<file path="src/ssdr_pkg.sv">
package ssdr_pkg;
    // ************************************************************
    // status byte field positions
    // ************************************************************
    localparam int ST_OUT_EN = 0;      // safety outputs enabled
    localparam int ST_ACT_DET = 1;     // actuator detected
    localparam int ST_LOOP_OPEN = 3;   // feedback loop open or button not pressed
    localparam int ST_INPUTS_LIVE = 4; // both safety inputs live
    localparam int ST_LIMIT = 5;       // actuated in limit area
    localparam int ST_WARN = 6;        // error warning
    localparam int ST_FAULT = 7;       // error, outputs off
    // ************************************************************
    // warning and fault detail positions
    // ************************************************************
    localparam int DT_OUT_A = 0;       // output a fault
    localparam int DT_OUT_B = 1;       // output b fault
    localparam int DT_XWIRE = 2;       // cross-wire between outputs
    localparam int DT_TEMP = 3;        // overtemperature
    localparam int DT_ACTUATOR = 4;    // wrong or defective actuator (fault only)
    localparam int DT_INTERNAL = 5;    // internal fault
    localparam int DT_COMM = 6;        // gateway communication fault (warning only)
    localparam int DT_DISC = 6;        // discrepancy timeout (fault only)
    // ************************************************************
    // command byte field positions
    // ************************************************************
    localparam int CMD_DISC_ACK = 6;   // discrepancy acknowledge, falling edge
    localparam int CMD_FAULT_RST = 7;  // fault reset, falling edge
    // ************************************************************
    // timing
    // ************************************************************
    localparam longint CLK_HZ = 250_000_000;        // system clock rate
    localparam longint BLINK_HZ = 5;                // yellow blink rate
    localparam longint BLINK_HALF_CYC = CLK_HZ / (BLINK_HZ * 2); // half period cycles
    localparam longint DISC_MS = 500;               // discrepancy limit in ms
    localparam longint DISC_CYC = DISC_MS * (CLK_HZ / 1000);     // more than this trips
    localparam longint WARN_MIN = 30;               // warning timeout in minutes
    localparam longint WARN_CYC = WARN_MIN * 60 * CLK_HZ;        // cycles to trip
endpackage : ssdr_pkg

</file>
<file path="src/ssdr_core.sv">
module ssdr_core #(
    parameter longint BLINK_HALF = ssdr_pkg::BLINK_HALF_CYC, // blink half period cycles
    parameter longint DISC_LIMIT = ssdr_pkg::DISC_CYC,       // discrepancy limit cycles
    parameter longint WARN_LIMIT = ssdr_pkg::WARN_CYC        // warning timeout cycles
) (
    input wire logic i_clk,                  // 250 MHz system clock
    input wire logic i_rst,                  // synchronous reset, active high
    input wire logic i_auto_release_variant, // strap: 1 automatic, 0 reset button
    input wire logic i_discrepancy_enable,   // strap: last sensor monitors inputs
    input wire logic i_safe_in_a,            // safety input a pin
    input wire logic i_safe_in_b,            // safety input b pin
    input wire logic i_feedback_closed,      // feedback loop closed pin
    input wire logic i_reset_button,         // monitored reset button pin
    input wire logic i_ack_button,           // discrepancy acknowledge button pin
    input wire logic i_actuator_detected,    // actuator in range, same clock
    input wire logic i_limit_area,           // actuated in limit area, same clock
    input wire logic i_actuator_bad,         // wrong or defective actuator, same clock
    input wire logic [5:0] i_warn_cause,     // warning causes: a,b,xwire,temp,-,internal
    input wire logic [5:0] i_fault_cause,    // fault causes: a,b,xwire,temp,-,internal
    input wire logic i_comm_fail,            // gateway communication lost, same clock
    input wire logic [7:0] i_host_command_byte, // command byte from gateway
    input wire logic i_cmd_valid,            // command byte valid strobe
    input wire logic i_nv_disc_fault,        // stored discrepancy fault from nvm
    output logic o_nv_disc_fault,            // discrepancy fault to store in nvm
    output logic o_safe_out_a,               // safety output a
    output logic o_safe_out_b,               // safety output b
    output logic o_yellow,                   // yellow indicator
    output logic [7:0] o_sensor_status_byte, // status byte
    output logic [7:0] o_warning_detail_byte, // warning detail byte
    output logic [7:0] o_fault_detail_byte    // fault detail byte
);
    // ************************************************************
    // elaboration checks
    // ************************************************************
    // a zero count would leave a divider or timer stuck at its end value
    if (BLINK_HALF < 1 || DISC_LIMIT < 1 || WARN_LIMIT < 1) begin : g_chk
        $error("ssdr_core: counts must be at least one");
    end
    // the blink divider is only 32 bits wide
    if (BLINK_HALF > 64'h0000_0000_ffff_ffff) begin : g_chk_blink
        $error("ssdr_core: blink half period too long for the divider");
    end

    // ************************************************************
    // pin synchronisers
    // ************************************************************
    localparam int NSYNC = 6;
    logic [NSYNC-1:0] pins_raw;  // raw pin vector
    logic [NSYNC-1:0] sync1_q;   // first stage, read only by second stage
    logic [NSYNC-1:0] sync2_q;   // second stage, safe to use
    assign pins_raw = {i_ack_button, i_reset_button, i_feedback_closed,
                       i_safe_in_b, i_safe_in_a, i_auto_release_variant};

    // two flops per pin
    // reset level 0 is the idle level of both button pins, so no false falling edge follows reset
    always_ff @(posedge i_clk) begin
        if (i_rst) begin
            sync1_q <= '0;
            sync2_q <= '0;
        end else begin
            sync1_q <= pins_raw;
            sync2_q <= sync1_q;
        end
    end

    // synced pin levels, the only readers of the second stage
    wire auto_v = sync2_q[0];   // variant strap after sync
    wire in_a = sync2_q[1];     // safety input a
    wire in_b = sync2_q[2];     // safety input b
    wire loop_c = sync2_q[3];   // feedback loop closed
    wire rst_btn = sync2_q[4];  // reset button
    wire ack_btn = sync2_q[5];  // acknowledge button

    // ************************************************************
    // edge detection
    // ************************************************************
    logic loop_q, rst_btn_q, ack_btn_q; // previous samples
    logic [7:0] cmd_q;                  // last command byte
    // previous samples; the command byte is kept only when valid
    always_ff @(posedge i_clk) begin
        if (i_rst) begin
            loop_q <= 1'b0;
            rst_btn_q <= 1'b0;
            ack_btn_q <= 1'b0;
            cmd_q <= 8'h00;
        end else begin
            loop_q <= loop_c;
            rst_btn_q <= rst_btn;
            ack_btn_q <= ack_btn;
            if (i_cmd_valid) begin
                cmd_q <= i_host_command_byte;
            end
        end
    end

    wire loop_rise = loop_c & ~loop_q;                  // contact closes
    wire rst_fall = rst_btn_q & ~rst_btn;
    wire ack_fall = ack_btn_q & ~ack_btn;
    // a command bit falls when a valid byte clears a bit that the previous byte held
    function automatic logic ssdr_bit_fell(input logic [7:0] prev, input logic [7:0] cur,
                                           input int pos);
        return prev[pos] & ~cur[pos];
    endfunction : ssdr_bit_fell

    // only bytes with the valid strobe count as command edges
    wire cmd_rst_fall = i_cmd_valid &
        ssdr_bit_fell(cmd_q, i_host_command_byte, ssdr_pkg::CMD_FAULT_RST);
    wire cmd_ack_fall = i_cmd_valid &
        ssdr_bit_fell(cmd_q, i_host_command_byte, ssdr_pkg::CMD_DISC_ACK);
    wire disc_ack = ack_fall | cmd_ack_fall;            // either path

    // ************************************************************
    // discrepancy monitoring
    // ************************************************************
    logic [63:0] disc_cnt_q;  // cycles one input low while other high
    logic disc_q;             // latched discrepancy fault
    logic nv_loaded_q;        // nvm value taken after reset
    // only a mismatch between the synced inputs is timed
    wire mismatch = i_discrepancy_enable & (in_a ^ in_b);
    wire disc_trip = mismatch && (disc_cnt_q >= 64'(DISC_LIMIT));

    // count mismatch time, latch when exceeded; set wins over acknowledge
    always_ff @(posedge i_clk) begin
        if (i_rst) begin
            disc_cnt_q <= 64'h0000_0000_0000_0000;
            disc_q <= 1'b0;
            nv_loaded_q <= 1'b0;
        end else begin
            nv_loaded_q <= 1'b1;
            // restart the timer whenever the inputs agree
            if (!mismatch) begin
                disc_cnt_q <= 64'h0000_0000_0000_0000;
            end else if (!disc_trip) begin
                disc_cnt_q <= disc_cnt_q + 64'h0000_0000_0000_0001;
            end
            // first cycle after reset takes the stored fault
            if (!nv_loaded_q) begin
                disc_q <= i_nv_disc_fault;               // restore
            end else if (disc_trip) begin
                disc_q <= 1'b1;
            end else if (disc_ack) begin
                disc_q <= 1'b0;
            end
        end
    end
    // the nvm keeper stores this level across a supply loss
    assign o_nv_disc_fault = disc_q;

    // ************************************************************
    // fault and warning handling
    // ************************************************************
    logic fault_q;             // latched fault from any fault cause
    logic [63:0] warn_cnt_q;   // time warning has been active
    logic warn_to_q;           // warning timeout reached
    // a loss of the gateway link counts as a warning as well
    wire warn_any = |i_warn_cause | i_comm_fail;
    // any fault cause or an expired warning latches the fault
    wire fault_set = |i_fault_cause | i_actuator_bad | warn_to_q;

    // fault clears on bit 7 falling once cause gone; set wins
    always_ff @(posedge i_clk) begin
        if (i_rst) begin
            fault_q <= 1'b0;
        end else if (fault_set) begin
            fault_q <= 1'b1;
        end else if (cmd_rst_fall) begin
            fault_q <= 1'b0;
        end
    end

    // warning timer, trips after the limit, cleared with the warning
    always_ff @(posedge i_clk) begin
        if (i_rst || !warn_any) begin
            warn_cnt_q <= 64'h0000_0000_0000_0000;
            warn_to_q <= 1'b0;
        end else if (warn_cnt_q >= 64'(WARN_LIMIT) - 64'h0000_0000_0000_0001) begin
            warn_to_q <= 1'b1;
        end else begin
            warn_cnt_q <= warn_cnt_q + 64'h0000_0000_0000_0001;
        end
    end

    // ************************************************************
    // release state machine
    // ************************************************************
    typedef enum logic [1:0] {SSDR_OFF, SSDR_WAIT_BTN, SSDR_ON} ssdr_state_t;
    ssdr_state_t st_q, st_d;
    // a fault or discrepancy, latched or setting, forbids release and forces the outputs off
    wire blocked = fault_q | disc_q | fault_set | disc_trip;

    // next state
    always_comb begin
        st_d = st_q;
        unique case (st_q)
            SSDR_OFF: begin
                // outputs stay off while the gateway link is down
                if (!blocked && loop_rise && !i_comm_fail) begin
                    // automatic variant needs no reset action
                    st_d = auto_v ? SSDR_ON : SSDR_WAIT_BTN;
                end
            end
            SSDR_WAIT_BTN: begin
                if (!loop_c) begin
                    // loop opened again before the button: start over
                    st_d = SSDR_OFF;
                end else if (!blocked && rst_fall && !i_comm_fail) begin
                    // release only on the button falling edge
                    st_d = SSDR_ON;
                end
            end
            SSDR_ON: begin
                if (blocked) begin
                    st_d = SSDR_OFF;
                end else if (i_comm_fail) begin
                    st_d = SSDR_ON;                      // hold state
                end else if (!(in_a & in_b)) begin
                    // inputs no longer both live
                    st_d = SSDR_OFF;
                end
            end
        endcase
    end

    // state register; powers up off
    always_ff @(posedge i_clk) begin
        if (i_rst) begin
            st_q <= SSDR_OFF;
        end else begin
            st_q <= st_d;
        end
    end

    // ************************************************************
    // indicator blink
    // ************************************************************
    logic [31:0] blink_cnt_q;  // half period divider
    logic blink_q;             // 5 Hz square wave
    // half period divider toggles the blink square wave
    always_ff @(posedge i_clk) begin
        if (i_rst) begin
            blink_cnt_q <= 32'h0000_0000;
            blink_q <= 1'b0;
        end else if (blink_cnt_q == 32'(BLINK_HALF - 1)) begin
            blink_cnt_q <= 32'h0000_0000;
            blink_q <= ~blink_q;
        end else begin
            blink_cnt_q <= blink_cnt_q + 32'h0000_0001;
        end
    end

    // ************************************************************
    // outputs and diagnostic bytes
    // ************************************************************
    // both safety outputs follow the release state
    wire on = (st_q == SSDR_ON);
    logic [7:0] st_d_byte, wr_d_byte, ft_d_byte;
    // assemble the three diagnostic bytes from live state
    always_comb begin
        st_d_byte = 8'h00;
        st_d_byte[ssdr_pkg::ST_OUT_EN] = on;
        st_d_byte[ssdr_pkg::ST_ACT_DET] = i_actuator_detected;
        st_d_byte[ssdr_pkg::ST_LOOP_OPEN] = ~on & ~(fault_q | disc_q);
        st_d_byte[ssdr_pkg::ST_INPUTS_LIVE] = in_a & in_b;
        st_d_byte[ssdr_pkg::ST_LIMIT] = i_limit_area;
        st_d_byte[ssdr_pkg::ST_WARN] = warn_any | fault_q | disc_q;
        st_d_byte[ssdr_pkg::ST_FAULT] = fault_q | disc_q;
        wr_d_byte = {1'b0, i_comm_fail, i_warn_cause};
        wr_d_byte[ssdr_pkg::DT_ACTUATOR] = 1'b0;
        ft_d_byte = {1'b0, disc_q, i_fault_cause};
        ft_d_byte[ssdr_pkg::DT_ACTUATOR] = i_actuator_bad;
    end

    // every output is registered so the pins never see decode glitches
    always_ff @(posedge i_clk) begin
        if (i_rst) begin
            o_safe_out_a <= 1'b0;
            o_safe_out_b <= 1'b0;
            o_yellow <= 1'b0;
            o_sensor_status_byte <= 8'h00;
            o_warning_detail_byte <= 8'h00;
            o_fault_detail_byte <= 8'h00;
        end else begin
            o_safe_out_a <= on;
            o_safe_out_b <= on;
            o_yellow <= on ? 1'b1 : blink_q;
            o_sensor_status_byte <= st_d_byte;
            o_warning_detail_byte <= wr_d_byte;
            o_fault_detail_byte <= ft_d_byte;
        end
    end
endmodule : ssdr_core

</file>
<file path="config.mk">
export PLATFORM = sky130hd
export DESIGN_NAME = ssdr_core
export DESIGN_NICKNAME = d
export VERILOG_FILES = /design/src/ssdr_pkg.sv /design/src/ssdr_core.sv
export SDC_FILE = /design/constraint.sdc
export NUM_CORES = 1
export LEC_CHECK = 0
export ABC_AREA = 1
export BUFFER_PORTS_ARGS = -buffer_cell sky130_fd_sc_hd__buf_2
export CAP_MARGIN = 30
export CORE_AREA = 2 2 140 142
export DETAILED_ROUTE_END_ITERATION = 7
export DIE_AREA = 0 0 142 144
export PLACE_DENSITY = 0.81
export REMOVE_ABC_BUFFERS = 1
export SYNTH_ARGS = -nofsm -noshare
export SYNTH_HDL_FRONTEND = slang
export SYNTH_SLANG_ARGS = --single-unit
</file>
<file path="constraint.sdc">
create_clock -name i_clk -period 1.7 [get_ports i_clk]
set_input_delay 0.085 -clock i_clk [delete_from_list [all_inputs] [get_ports i_clk]]
set_output_delay 0.085 -clock i_clk [all_outputs]
set_load 0.02 [all_outputs]
</file>
==> metrics.md, run 1 <==
| Metric | Value |
|---|---|
| Yosys top cell by area | `dfxtp_1` |
| Unique masters post-synth | `45` |
| Post-DP Area | `around 0.013 sq mm` |
| Yosys warnings | `0` |
| Pin count of the biggest net entering global routing | `57` |
| Avg Cell Area, Syn | `a little under 7 sq um` |
| H-tree depth | `1` |
| Sequential-to-total area share from yosys stat | `approximately two fifths` |
| Status | `did not finish` |
| CTS Buf Count | `22` |
| Number of flops mapped to enable cells by yosys | `0` |
| # IOs | `between 60 and 70` |
| FFs w/ async S/R, synth | `0%` |
| Worst Endpoint after GRT Repair | `disc_cnt_q[33]$_SDFFE_PP0N_/D` |
| Cells after Synth | `between 1,500 and 2,000` |
| Yosys reg bits | `between 200 and 250` |
| Pre-CTS WS | `-353 ps` |
| Initial Utilization | `53.8%` |
| Clk root buf | `clkbuf_16` |
| Tool error | `[ERROR GRT-0232] Routing congestion too high. Check the congestion heatmap in the GUI.` |
| Failing step | `global routing` |
| Global Route Usage Sum | `between 80% and 90%` |
| Yosys top cell area share | `~40%` |
| Global placer's final weighted congestion | `approximately 0.96` |
| Die Span Y | `roughly 140 um` |
| Max clock buf depth | `3` |
| Port bufs | `52` |
| Clock sink count | `205` |
| Post-Syn Area | `approximately 0.010 sq mm` |
| Main synth FF type | `dfxtp_1` |
| Die width | `between 100 and 150 um` |
| Worst EP Category | `register data pin` |
| Top cells by area in the synthesized netlist | `dfxtp_1 40%, nand2_1 11%, nor2_1 9.1%` |
| Grt ovf | `~510` |
| Post-DP HPWL | `21,700 um` |
| Cell Rows | `around 50` |
==> cells by family after synthesis <==
family                     Yosys count  share of synthesized area, %
AOI/OAI and AO/OA                  143                          7.37
xor gates and xnor gates            52                          4.43
adders and majority gates            8                         0.974
buffers and inverters              264                          10.3
DFF                                205                          40.0
other                                1                        0.0365
and+or+nand+nor                    830                          36.9
==> layer usage <==
layer,overflow,global-route usage [%]
met1,16,84.1
met2,288,103
met3,29,77.5
met4,173,97.4
met5,5,52.4
==> synthesized netlist by cell type, types with 4 or more instances <==
library cell  count
ha_1              8
buf_4             9
a21oi_1         102
buf_2             9
inv_2             5
nand3_1          54
nand4_1          50
nor3_2            6
buf_1             4
nand2_2           8
nor2_2            6
clkbuf_1         18
or2_2             6
nor2_4            7
and3_1            4
nand2_1         308
nor4_1           32
a31oi_1           7
xor2_1           40
inv_1           216
dfxtp_1         205
nor3b_1           5
o21ai_0          21
nor3_1           75
o21a_1            7
xnor2_1          12
nor2_1          250
nand3_2           4
==> timing repair <==
item | in CTS
hold buffers | 31
endpoints found under the setup margin | 135
buffers inserted | 33
endpoints found under the hold margin | 26
gates resized for setup | 314
gates cloned | 6
pin swaps | 65
==> through the flow <==
| step | cells | util [%] | setup TNS (ps) |
|---|---|---|---|
| floorplan | 1463 | - | -53860 |
| global placement | 2042 | 67.3 | -18630 |
| detailed placement | 2042 | 67.3 | -22830 |
| CTS | 2149 | 80.7 | -12500 |
==> run 2, diff against run 1 <==
CORE_AREA = 2 2 164 166   (was 2 2 140 142)
DIE_AREA = 0 0 166 168   (was 0 0 142 144)
PLACE_DENSITY = unset   (was 0.81)
PLACE_DENSITY_LB_ADDON = 0.15   (was unset)
clock period = 2.2 ns   (was 1.7 ns; I/O delays follow)
==> run 2 against run 1 <==
Against the previous run:
- the flow now finishes without violations
- synthesized area did not move
- synthesized cell count unchanged
==> metrics.md, run 2 <==
| Metric | Value |
|---|---|
| Status | `completed (was did not finish)` |
| Avg Cell Area, Syn | `6.83 sq um (unchanged)` |
| Vias per cell | `about 4.9` |
| CP Launch Type | `flip-flop` |
| WL/cell | `about 13 um` |
| Cells after Synth | `1,503 (unchanged)` |
| Crit-path max cell delay | `around 310 ps` |
| Ant diodes | `0` |
| Area delta synth->final | `22.0%` |
| Final setup TNS | `0 ps` |
| Final core utilization | `47.5%` |
| Die area | `~0.028 sq mm` |
| Max_slew headroom | `a little under half` |
| Core Box Area | `about 0.026 sq mm` |
| Setup Viol. Count Final | `0` |
| Antenna violations before repair | `0` |
| Post-Syn Area | `0.0103 sq mm (unchanged)` |
| Max clock buf depth | `3 (unchanged)` |
| Initial DRC Count | `approximately 600` |
| Global Route Usage Sum | `18.9%` |
| Cell Rows | `60 (was 51)` |
| Fin crit share | `~93%` |
| Die Span Y | `168 um (was 144 um)` |
| Worst Slack Setup Final | `between 100 and 150 ps` |
| CTS clk-pin slew, worst paths | `60 ps` |
| Critical Path Most Common Cell | `nor2_1` |
| Static Leak | `a little under 5 nW` |
| Final instance area | `roughly 0.013 sq mm` |
| Sequential-to-total area share from yosys stat | `40.0% (unchanged)` |
| DRT antenna net count | `0` |
| Yosys reg bits | `205 (unchanged)` |
| CP Capture Type | `flip-flop` |
| Clk_lat worst skew | `530 ps` |
| Nets | `between 1,500 and 2,000` |
| Port bufs | `52 (unchanged)` |
| Cell Chain, Critical Path | `inv_1 > nand3_1 > nor2_1 > nand2_1 > nor2_2 > nand3_2 > nand2_4 > nand2_2 > nor2_4 > nand3_2 > nor2_1 > nor2_1 > nor2_1` |
| Share of layout cells above drive strength 1 | `roughly 14%` |
| Max cap viols | `0` |
| Clock skew | `about 12 ps` |
| Clock sink count | `205 (unchanged)` |
| CP Data Required Time | `roughly 2700 ps` |
| Hold Fails Final Rpt | `0` |
| Max Slew Vio Count | `0` |
| Routed via count | `between 9,000 and 10,000` |
| Pre-CTS WS | `-40.1 ps (was -353 ps)` |
| Yosys warnings | `0 (unchanged)` |
| Cell Pwr Density | `679 mW/mm^2` |
| Most frequent cell after synthesis | `nand2_1 (unchanged)` |
| CTS tree | `yes` |
| HP Class | `primary input to flip-flop` |
| Number of global-route vias before repair | `9,240` |
| Pre-antenna DRT Iters | `5` |
| Post-Layout Cell Count | `roughly 2,000` |
| Worst Path Arrival | `between 2000 and 3000 ps` |
| Slowest cell on the critical path | `dfxtp_1` |
| Biggest regs | `disc_cnt_q: 64 flops, warn_cnt_q: 64 flops, blink_cnt_q: 32 flops` |
| FFs w/ async S/R, synth | `0% (unchanged)` |
| Top post-synthesis cells by count | `308 x nand2_1, 250 x nor2_1, 216 x inv_1, 205 x dfxtp_1, 102 x a21oi_1 (unchanged)` |
| Dpl cells | `1,918 (was 2,042)` |
| Setup CP Type | `flip-flop to flip-flop` |
| Most common cell after layout, fill and taps aside | `nand2_1` |
| Worst-margin pin slew | `between 700 and 800 ps` |
| Die width | `166 um (was 142 um)` |
| CTS Buf Count | `24 (was 22)` |
| # IOs | `63 (unchanged)` |
| Crit path max fanout | `8` |
| F_max | `487 MHz` |
| Drt drc | `0` |
| Post-DP HPWL | `19,500 um (was 21,700 um)` |
| Power Total | `approximately 8.5 mW` |
| Clk root buf | `clkbuf_16 (unchanged)` |
| Grt ovf | `0` |
| H-tree depth | `1 (unchanged)` |
| Initial Utilization | `39.0% (was 53.8%)` |
| Layout fillers | `2,662` |
| Pin count of the biggest net entering global routing | `between 50 and 60` |
| First-pass GRT wire length | `approximately 45,000 um` |
| Most frequent cells in the layout | `303 x nand2_1, 244 x nor2_1, 216 x inv_1` |
| Number of flops mapped to enable cells by yosys | `0 (unchanged)` |
| Main synth FF type | `dfxtp_1 (unchanged)` |
| Global placer's final weighted congestion | `0.925 (was 0.964)` |
| Top cells by area in the synthesized netlist | `dfxtp_1 40%, nand2_1 11%, nor2_1 9.1% (unchanged)` |
| Final min period | `approximately 2100 ps` |
| Unique masters post-synth | `45 (unchanged)` |
| Yosys top cell by area | `dfxtp_1 (unchanged)` |
| Hold WS | `around 5.7 ps` |
| RSZ-0062 raised after global routing | `true` |
| Max VDD drop | `around 0.58 mV` |
| Post-DP Area | `0.0112 sq mm (was 0.0128 sq mm)` |
| Yosys top cell area share | `40.0% (unchanged)` |
| Detailed Route WL | `about 27,000 um` |
run 2: cell counts after synthesis:
Identical to the previous run, type by type.
run 2: metal layers:
layer  GRT usage, %  vias up  part of all wire (%)
li1               -     5057                     -
met1           25.6     4409                    48
met2           31.6      206                    45
met3           2.99       50                   5.1
met4           4.95        0                   2.0
met5              0        -                     0
run 2: final cells by class:
class	count	area [sq um]	area share, %
clock buffers	29	661	5.27
clock inverters	13	176	1.41
inverters	221	837	6.68
multi-input cells	1037	5260	42.0
flip-flops and latches	205	4110	32.8
well taps	341	427	3.41
repair buffers	142	1060	8.46
run 2: power breakdown:
| group | internal [mW] | switching, mW |
|---|---|---|
| combinational | 0.189 | 0.296 |
| clock | 2.60 | 1.60 |
| sequential | 3.79 | 0.0351 |
run 2: kinds of logic after synthesis:
group	count (synthesis)	synth area share, %
xor gates and xnor gates	52	4.43
and+or+nand+nor	830	36.9
DFF	205	40.0
other	1	0.0365
adders and majority gates	8	0.974
buffers and inverters	264	10.3
AOI/OAI and AO/OA	143	7.37
run 2: worst max-delay path: cells and delay by family, from the launching register on:
family / cells / cell delay [ps]
flip-flops: 1 / 310
AND/OR/NAND/NOR: 12 / 1560
buffers and inverters: 1 / 120
run 2: path summary, 6_finish.rpt:
check / startpoint / endpoint / slack [ps] / cells after the start
hold / removal: i_rst / sync1_q[0] / 6 / 3
setup / recovery: disc_cnt_q[48] / disc_cnt_q[44] / 140 / 13
hold reg to reg: sync1_q[2] / sync2_q[2] / 400 / 2
setup reg to reg: disc_cnt_q[48] / disc_cnt_q[44] / 140 / 13
run 2: repair_timing:
item                                   in CTS  in global routing
buffers inserted                            0                  1
gates resized for setup                     3                 39
hold buffers                               27                  0
endpoints found under the hold margin      25                  0
pin swaps                                   0                  2
setup endpoints to repair                  18                 64
Note: power is estimated with default switching activity, not from simulation.
==> run 3, diff against run 2 <==
ABC_AREA = unset   (was 1)
CORE_AREA = 2 2 146 148   (was 2 2 164 166)
DIE_AREA = 0 0 148 150   (was 0 0 166 168)
==> run 3 against run 2 <==
Against the previous run:
- first-iteration DRC count down 65%
- maximum frequency down 3.1%
- via count down 36%
- critical path type unchanged
==> metrics.md, run 3 <==
| Metric | Value |
|---|---|
| RSZ-0062 raised after global routing | `true (unchanged)` |
| Gate power share | `4.6% (was 5.7%)` |
| CP Capture Type | `flip-flop (unchanged)` |
| Number of global-route vias before repair | `5,972 (was 9,240)` |
| Dpl cells | `1,235 (was 1,918)` |
| Cells after Synth | `890 (was 1,503)` |
| Drt drc | `0 (unchanged)` |
| CTS tree | `yes (unchanged)` |
| Status | `completed (unchanged)` |
| Vias per cell | `4.76 (was 4.89)` |
| Clock share of power | `47.2% (was 49.4%)` |
| Post-Layout Cell Count | `1,307 (was 1,988)` |
| CP Data Required Time | `2590 ps (was 2660 ps)` |
| Switch share | `21.3% (was 22.7%)` |
| Max clock buf depth | `3 (unchanged)` |
| Global placer's final weighted congestion | `0.810 (was 0.925)` |
| Nets | `1,060 (was 1,674)` |
| CP bufs+invs | `0 (was 1)` |
| DRT antenna net count | `0 (unchanged)` |
| Pre-antenna DRT Iters | `4 (was 5)` |
| Critical Path Most Common Cell | `or3_4 (was nor2_1)` |
| Setup Viol. Count Final | `0 (unchanged)` |
| Global Route Usage Sum | `15.6% (was 18.9%)` |
| Max Slew Vio Count | `0 (unchanged)` |
| Crit-path max cell delay | `530 ps (was 310 ps)` |
| CTS Buf Count | `23 (was 24)` |
| Final min period | `2120 ps (was 2060 ps)` |
| Post-DP HPWL | `11,500 um (was 19,500 um)` |
| Clk_lat worst skew | `500 ps (was 530 ps)` |
| Internal power | `6.19 mW (was 6.58 mW)` |
| Hold Fails Final Rpt | `0 (unchanged)` |
| Share of layout cells above drive strength 1 | `18.3% (was 13.9%)` |
| Top cells by area in the synthesized netlist | `dfxtp_1 50%, xnor2_1 6.6%, nor2_1 5.7% (was dfxtp_1 40%, nand2_1 11%, nor2_1 9.1%)` |
| Hold-critical path depth | `5 (was 3)` |
| Worst reg2reg path depth | `7 (was 13)` |
| CTS clk-pin slew, worst paths | `60 ps (about the same)` |
| Slowest cell on the critical path | `or4_4 (was dfxtp_1)` |
| Avg Cell Area, Syn | `9.13 sq um (was 6.83 sq um)` |
| Initial DRC Count | `217 (was 613)` |
| CP Launch Point | `warn_cnt_q[27] (was disc_cnt_q[48])` |
| F_max | `471 MHz (was 487 MHz)` |
| H-tree depth | `1 (unchanged)` |
| Cell Rows | `53 (was 60)` |
| Clock sink count | `205 (unchanged)` |
| Port bufs | `52 (unchanged)` |
| HP Class | `primary input to flip-flop (unchanged)` |
| Max cap viols | `0 (unchanged)` |
| Yosys top cell area share | `50.5% (was 40.0%)` |
| Sequential-to-total area share from yosys stat | `50.5% (was 40.0%)` |
| Die width | `148 um (was 166 um)` |
| Main synth FF type | `dfxtp_1 (unchanged)` |
| Yosys warnings | `0 (unchanged)` |
| NetSw | `1.67 mW (was 1.93 mW)` |
| Pre-CTS WS | `-14.2 ps (was -40.1 ps)` |
| Die area | `0.0222 sq mm (was 0.0279 sq mm)` |
| Static Leak | `3.77 nW (was 4.95 nW)` |
| Detailed Route WL | `17,200 um (was 26,800 um)` |
| Pin count of the biggest net entering global routing | `41 (was 57)` |
| Core Box Area | `0.0207 sq mm (was 0.0264 sq mm)` |
| CP Launch Type | `flip-flop (unchanged)` |
| Clk root buf | `clkbuf_16 (unchanged)` |
| Setup CP Type | `flip-flop to flip-flop (unchanged)` |
| Hold Path Origin | `i_warn_cause[4] (was i_rst)` |
| Area delta synth->final | `26.1% (was 22.0%)` |
| Delay-heaviest family, CP | `simple AND/OR/NAND/NOR gates (unchanged)` |
| Hold WS | `117 ps (was 5.69 ps)` |
| Routed via count | `6,216 (was 9,722)` |
| Antenna violations before repair | `0 (unchanged)` |
| Fin crit share | `96.4% (was 93.4%)` |
| Initial Utilization | `39.3% (was 39.0%)` |
| First-pass GRT wire length | `28,900 um (was 44,500 um)` |
| Cell Chain, Critical Path | `or3_4 > o211ai_2 > a21oi_2 > or3_4 > or4_4 > nand3_1 > o21ai_1 (was inv_1 > nand3_1 > nor2_1 > nand2_1 > nor2_2 > nand3_2 > nand2_4 > nand2_2 > nor2_4 > nand3_2 > nor2_1 > nor2_1 > nor2_1)` |
| Worst Path Arrival | `2510 ps (was 2520 ps)` |
| Top post-synthesis cells by count | `205 x dfxtp_1, 124 x nor2_1, 63 x and2_1, 61 x xnor2_1, 53 x nand2_1 (was 308 x nand2_1, 250 x nor2_1, 216 x inv_1, 205 x dfxtp_1, 102 x a21oi_1)` |
| Grt ovf | `0 (unchanged)` |
| Post-Syn Area | `0.00813 sq mm (was 0.0103 sq mm)` |
| Crit path max fanout | `4 (was 8)` |
| Number of flops mapped to enable cells by yosys | `0 (unchanged)` |
| FFs w/ async S/R, synth | `0% (unchanged)` |
| Worst r2r src | `warn_cnt_q[27] (was disc_cnt_q[48])` |
| Final setup TNS | `0 ps (unchanged)` |
| Unique masters post-synth | `55 (was 45)` |
| WL/cell | `13.2 um (was 13.5 um)` |
| Clock skew | `16.5 ps (was 11.8 ps)` |
| Biggest regs | `disc_cnt_q: 64 flops, warn_cnt_q: 64 flops, blink_cnt_q: 32 flops (unchanged)` |
| Ant diodes | `0 (unchanged)` |
| Yosys reg bits | `205 (unchanged)` |
| Most frequent cells in the layout | `202 x dfxtp_1, 122 x nor2_1, 63 x and2_1 (was 303 x nand2_1, 244 x nor2_1, 216 x inv_1)` |
| Seq pwr share | `48.2% (was 44.9%)` |
| # IOs | `63 (unchanged)` |
| Most frequent cell after synthesis | `dfxtp_1 (was nand2_1)` |
| Max VDD drop | `0.490 mV (was 0.580 mV)` |
| WP depth | `7 (was 13)` |
| Most common cell after layout, fill and taps aside | `dfxtp_1 (was nand2_1)` |
| Die Span Y | `150 um (was 168 um)` |
| Worst Slack Setup Final | `78.2 ps (was 145 ps)` |
| Cell Pwr Density | `767 mW/mm^2 (was 679 mW/mm^2)` |
| Yosys top cell by area | `dfxtp_1 (unchanged)` |
==> run 3: cell types whose count changed after synthesis, moves of 14 or more <==
cell	previous run	this run
nand3_1	54	39
nor2b_1	0	32
or3_1	0	14
and2_1	1	63
xnor2_1	12	61
xor2_1	40	23
nand4_1	50	31
inv_1	216	23
nor3_1	75	41
a21oi_1	102	14
nand2_1	308	53
nor2_1	250	124
==> run 3: per-stage QoR <==
step	total power [mW]	instance area (sq um)	util (%)
floorplan	4.04	7960	-
global placement	4.19	9000	43.5
detailed placement	4.19	9000	43.5
CTS	7.97	10100	48.6
global route	8.16	10200	49.5
finish	7.86	10200	49.5
==> run 3: worst reg2reg max path, stage by stage, from the launching register on <==
cell,delay (ps)
dfxtp_2,340
or3_4,390
o211ai_2,170
a21oi_2,70
or3_4,370
or4_4,530
nand3_1,90
o21ai_1,60
==> run 3: worst paths after layout <==
kind / slack [ps] / endpoint
hold reg to reg: 430 / sync2_q[2]
hold / removal: 120 / o_sensor_status_byte[6]
setup reg to reg: 80 / warn_cnt_q[36]
setup / recovery: 80 / warn_cnt_q[36]
==> run 3: final cells by class <==
class,count,area [sq um]
clock inverters,5,50.0
clock buffers,35,691
repair buffers,138,1040
multi-input cells,626,3940
inverters,23,86.3
well taps,275,344
fillers,1990,10400
flip-flops and latches,205,4110
==> run 3: layer usage <==
metal	share of wire [%]	vias up	wire length, um	GRT usage, %
li1	-	3269	-	-
met5	0	-	0	0
met3	3.0	23	522	2.10
met1	50	2851	8600	21.9
met2	45	73	7800	25.2
met4	1.8	0	305	4.19
==> run 3: power groups by stage <==
stage / clock, mW / combinational (mW) / sequential, mW
2_1_floorplan: 0 / 0.141 / 3.90
3_3_place_gp: 0 / 0.318 / 3.87
3_5_place_dp: 0 / 0.315 / 3.87
4_1_cts: 3.82 / 0.360 / 3.79
5_1_grt: 3.96 / 0.402 / 3.80
6_report: 3.71 / 0.362 / 3.79
==> run 3: cell families (layout without fill, tap and decap cells) <==
| logic type | Yosys count | count (layout) | share of synthesized area [%] |
|---|---|---|---|
| buf+inv | 62 | 201 | 3.31 |
| flops | 205 | 205 | 50.5 |
| xor+xnor | 84 | 84 | 9.05 |
| compound gates | 50 | 50 | 3.99 |
| mux | 3 | 3 | 0.369 |
| simple gates | 477 | 477 | 31.5 |
| other cells | 1 | 4 | 0.0461 |
| fa+ha+maj | 8 | 8 | 1.23 |
==> run 3: what timing repair did <==
action	4_1_cts	5_1_grt
buffers inserted	0	2
resized for setup	6	30
hold buffers	29	0
gates cloned	0	1
endpoints found under the hold margin	26	0
pin swaps	0	3
endpoints found under the setup margin	4	61
==> run 4, diff against run 3 <==
SLEW_MARGIN = 10   (was unset)
clock period = 2.28 ns   (was 2.2 ns; I/O delays follow)
==> run 4 against run 3 <==
Against the previous run:
- die area is the same
- via count fell by 0.18%
- non-clock buffer count decreased by 12
- clock-buffer cell count shrank 3
- utilization is 0.64 points lower
- hold slack worse by 17 ps
- cell area fell by 1.3%
- clock skew decreased by 5.7 ps
- cell count is 0.69% lower
- largest cell class unchanged
==> metrics.md, run 4 (synthesized netlist as in run 3, its figures left out) <==
| Metric | Value |
|---|---|
| Global placer's final weighted congestion | `0.776 (was 0.810)` |
| Reg area | `0.00410 sq mm (was 0.00411 sq mm)` |
| Worst-margin pin slew | `569 ps` |
| CTS clk-pin slew, worst paths | `60 ps (about the same)` |
| Nets | `1,049 (was 1,060)` |
| Max VDD drop | `0.458 mV (was 0.490 mV)` |
| Detailed Route WL | `17,100 um (was 17,200 um)` |
| Port bufs | `52 (unchanged)` |
| Setup Viol. Count Final | `0 (unchanged)` |
| Area delta synth->final | `24.5% (was 26.1%)` |
| WL/cell | `13.1 um (was 13.2 um)` |
| Post-DP Area | `0.00894 sq mm (was 0.00900 sq mm)` |
| HP Class | `primary input to flip-flop (unchanged)` |
| Post-DP HPWL | `11,500 um (about the same)` |
| Number of global-route vias before repair | `5,985 (was 5,972)` |
| Clock sink count | `205 (unchanged)` |
| Pin count of the biggest net entering global routing | `46 (was 41)` |
| Die Span Y | `150 um (unchanged)` |
| First-pass GRT wire length | `29,100 um (was 28,900 um)` |
| Clk_lat worst skew | `510 ps (was 500 ps)` |
| CP Capture Type | `flip-flop (unchanged)` |
| Die width | `148 um (unchanged)` |
| Clock skew | `10.8 ps (was 16.5 ps)` |
| Die area | `0.0222 sq mm (unchanged)` |
| Hold Fails Final Rpt | `0 (unchanged)` |
| Biggest regs | `disc_cnt_q: 64 flops, warn_cnt_q: 64 flops, blink_cnt_q: 32 flops (unchanged)` |
| Ant diodes | `0 (unchanged)` |
| DRT antenna net count | `0 (unchanged)` |
| Core Box Area | `0.0207 sq mm (unchanged)` |
| Fin crit share | `96.0% (was 96.4%)` |
| Final min period | `2190 ps (was 2120 ps)` |
| Worst Slack Setup Final | `91.1 ps (was 78.2 ps)` |
| Max_slew headroom | `between 60% and 70%` |
| Routed via count | `6,205 (was 6,216)` |
| Setup CP Type | `flip-flop to flip-flop (unchanged)` |
| Pre-antenna DRT Iters | `4 (unchanged)` |
| Vias per cell | `4.78 (was 4.76)` |
| Worst Path Arrival | `2590 ps (was 2510 ps)` |
| Max cap viols | `0 (unchanged)` |
| Crit path max fanout | `11 (was 4)` |
| Global Route Usage Sum | `15.8% (was 15.6%)` |
| F_max | `457 MHz (was 471 MHz)` |
| # IOs | `63 (unchanged)` |
| Initial DRC Count | `269 (was 217)` |
| Layout fillers | `2,051 (was 1,990)` |
| Drt drc | `0 (unchanged)` |
| CTS Buf Count | `24 (was 23)` |
| Max Slew Vio Count | `0 (unchanged)` |
| Most common cell after layout, fill and taps aside | `dfxtp_1 (unchanged)` |
| CP Launch Type | `flip-flop (unchanged)` |
| Clk root buf | `clkbuf_16 (unchanged)` |
| CTS tree | `yes (unchanged)` |
| Cell Rows | `53 (unchanged)` |
| Final instance area | `0.0101 sq mm (was 0.0102 sq mm)` |
| Static Leak | `3.73 nW (was 3.77 nW)` |
| Pre-CTS WS | `50.6 ps (was -14.2 ps)` |
| Area of the multi-input gates | `0.00384 sq mm (was 0.00394 sq mm)` |
| Share of layout cells above drive strength 1 | `16.1% (was 18.3%)` |
| CP Data Required Time | `2680 ps (was 2590 ps)` |
| Most frequent cells in the layout | `205 x dfxtp_1, 123 x nor2_1, 63 x and2_1 (was 202 x dfxtp_1, 122 x nor2_1, 63 x and2_1)` |
| Initial Utilization | `39.3% (unchanged)` |
| Cell Pwr Density | `781 mW/mm^2 (was 767 mW/mm^2)` |
| Status | `completed (unchanged)` |
| Final core utilization | `48.9% (was 49.5%)` |
| Antenna violations before repair | `0 (unchanged)` |
| H-tree depth | `1 (unchanged)` |
| Grt ovf | `0 (unchanged)` |
| Max clock buf depth | `3 (unchanged)` |
-- run 4: critical path, stage by stage, from the launching register on --
cell      delay (ps)
dfxtp_1          330
or3_1            400
o211ai_2         160
a21oi_2           80
or3_4            410
buf_4            210
nor3_2           190
buf_4            140
xnor2_1          100
nor2_1            50
-- run 4: through the flow --
step / instances / hold slack, ps / power (mW) / TNS, ps
5_1_grt: 1298 / 133 / 8.25 / -3.32
6_report: 1298 / 99.9 / 7.91 / 0
2_1_floorplan: 854 / 181 / 3.90 / -17270
3_3_place_gp: 1227 / 326 / 4.04 / 0
4_1_cts: 1298 / 76.7 / 8.04 / 0
3_5_place_dp: 1227 / 328 / 4.04 / 0
-- run 4: what timing repair did --
| action | in CTS | in global routing |
|---|---|---|
| hold endpoints to repair | 25 | 0 |
| setup buffers | 0 | 0 |
| gates resized for setup | 0 | 15 |
| endpoints found under the setup margin | 0 | 36 |
| hold buffers | 28 | 0 |
-- run 4: layer usage --
metal	part of all wire, %	global-route usage, %	vias to the layer above	wire (um)
met3	4.4	2.87	30	759
li1	-	-	3236	-
met1	48	21.5	2847	8230
met5	0	0	-	0
met2	45	25.7	92	7720
met4	2.1	4.48	0	359
-- run 4: layout make-up --
cell class / count / area share [%]
Clock buffer: 32 / 6.84
Timing Repair Buffer: 126 / 9.11
Sequential cell: 205 / 40.6
Tap cell: 275 / 3.40
Multi-Input combinational cell: 626 / 37.9
Inverter: 23 / 0.853
Clock inverter: 11 / 1.29
-- run 4: final timing paths --
check | from | to | slack (ps) | depth (start not counted)
setup / recovery | warn_cnt_q[27] | warn_cnt_q[17] | 90 | 9
hold / removal | i_discrepancy_enable | disc_cnt_q[31] | 100 | 4
setup reg to reg | warn_cnt_q[27] | warn_cnt_q[17] | 90 | 9
hold reg to reg | sync1_q[1] | sync2_q[1] | 430 | 1
-- run 4: power by group --
part	switching, mW	total (mW)	internal (mW)
Combinational	0.196	0.339	0.143
Sequential	0.0246	3.66	3.64
Clock	1.45	3.91	2.46
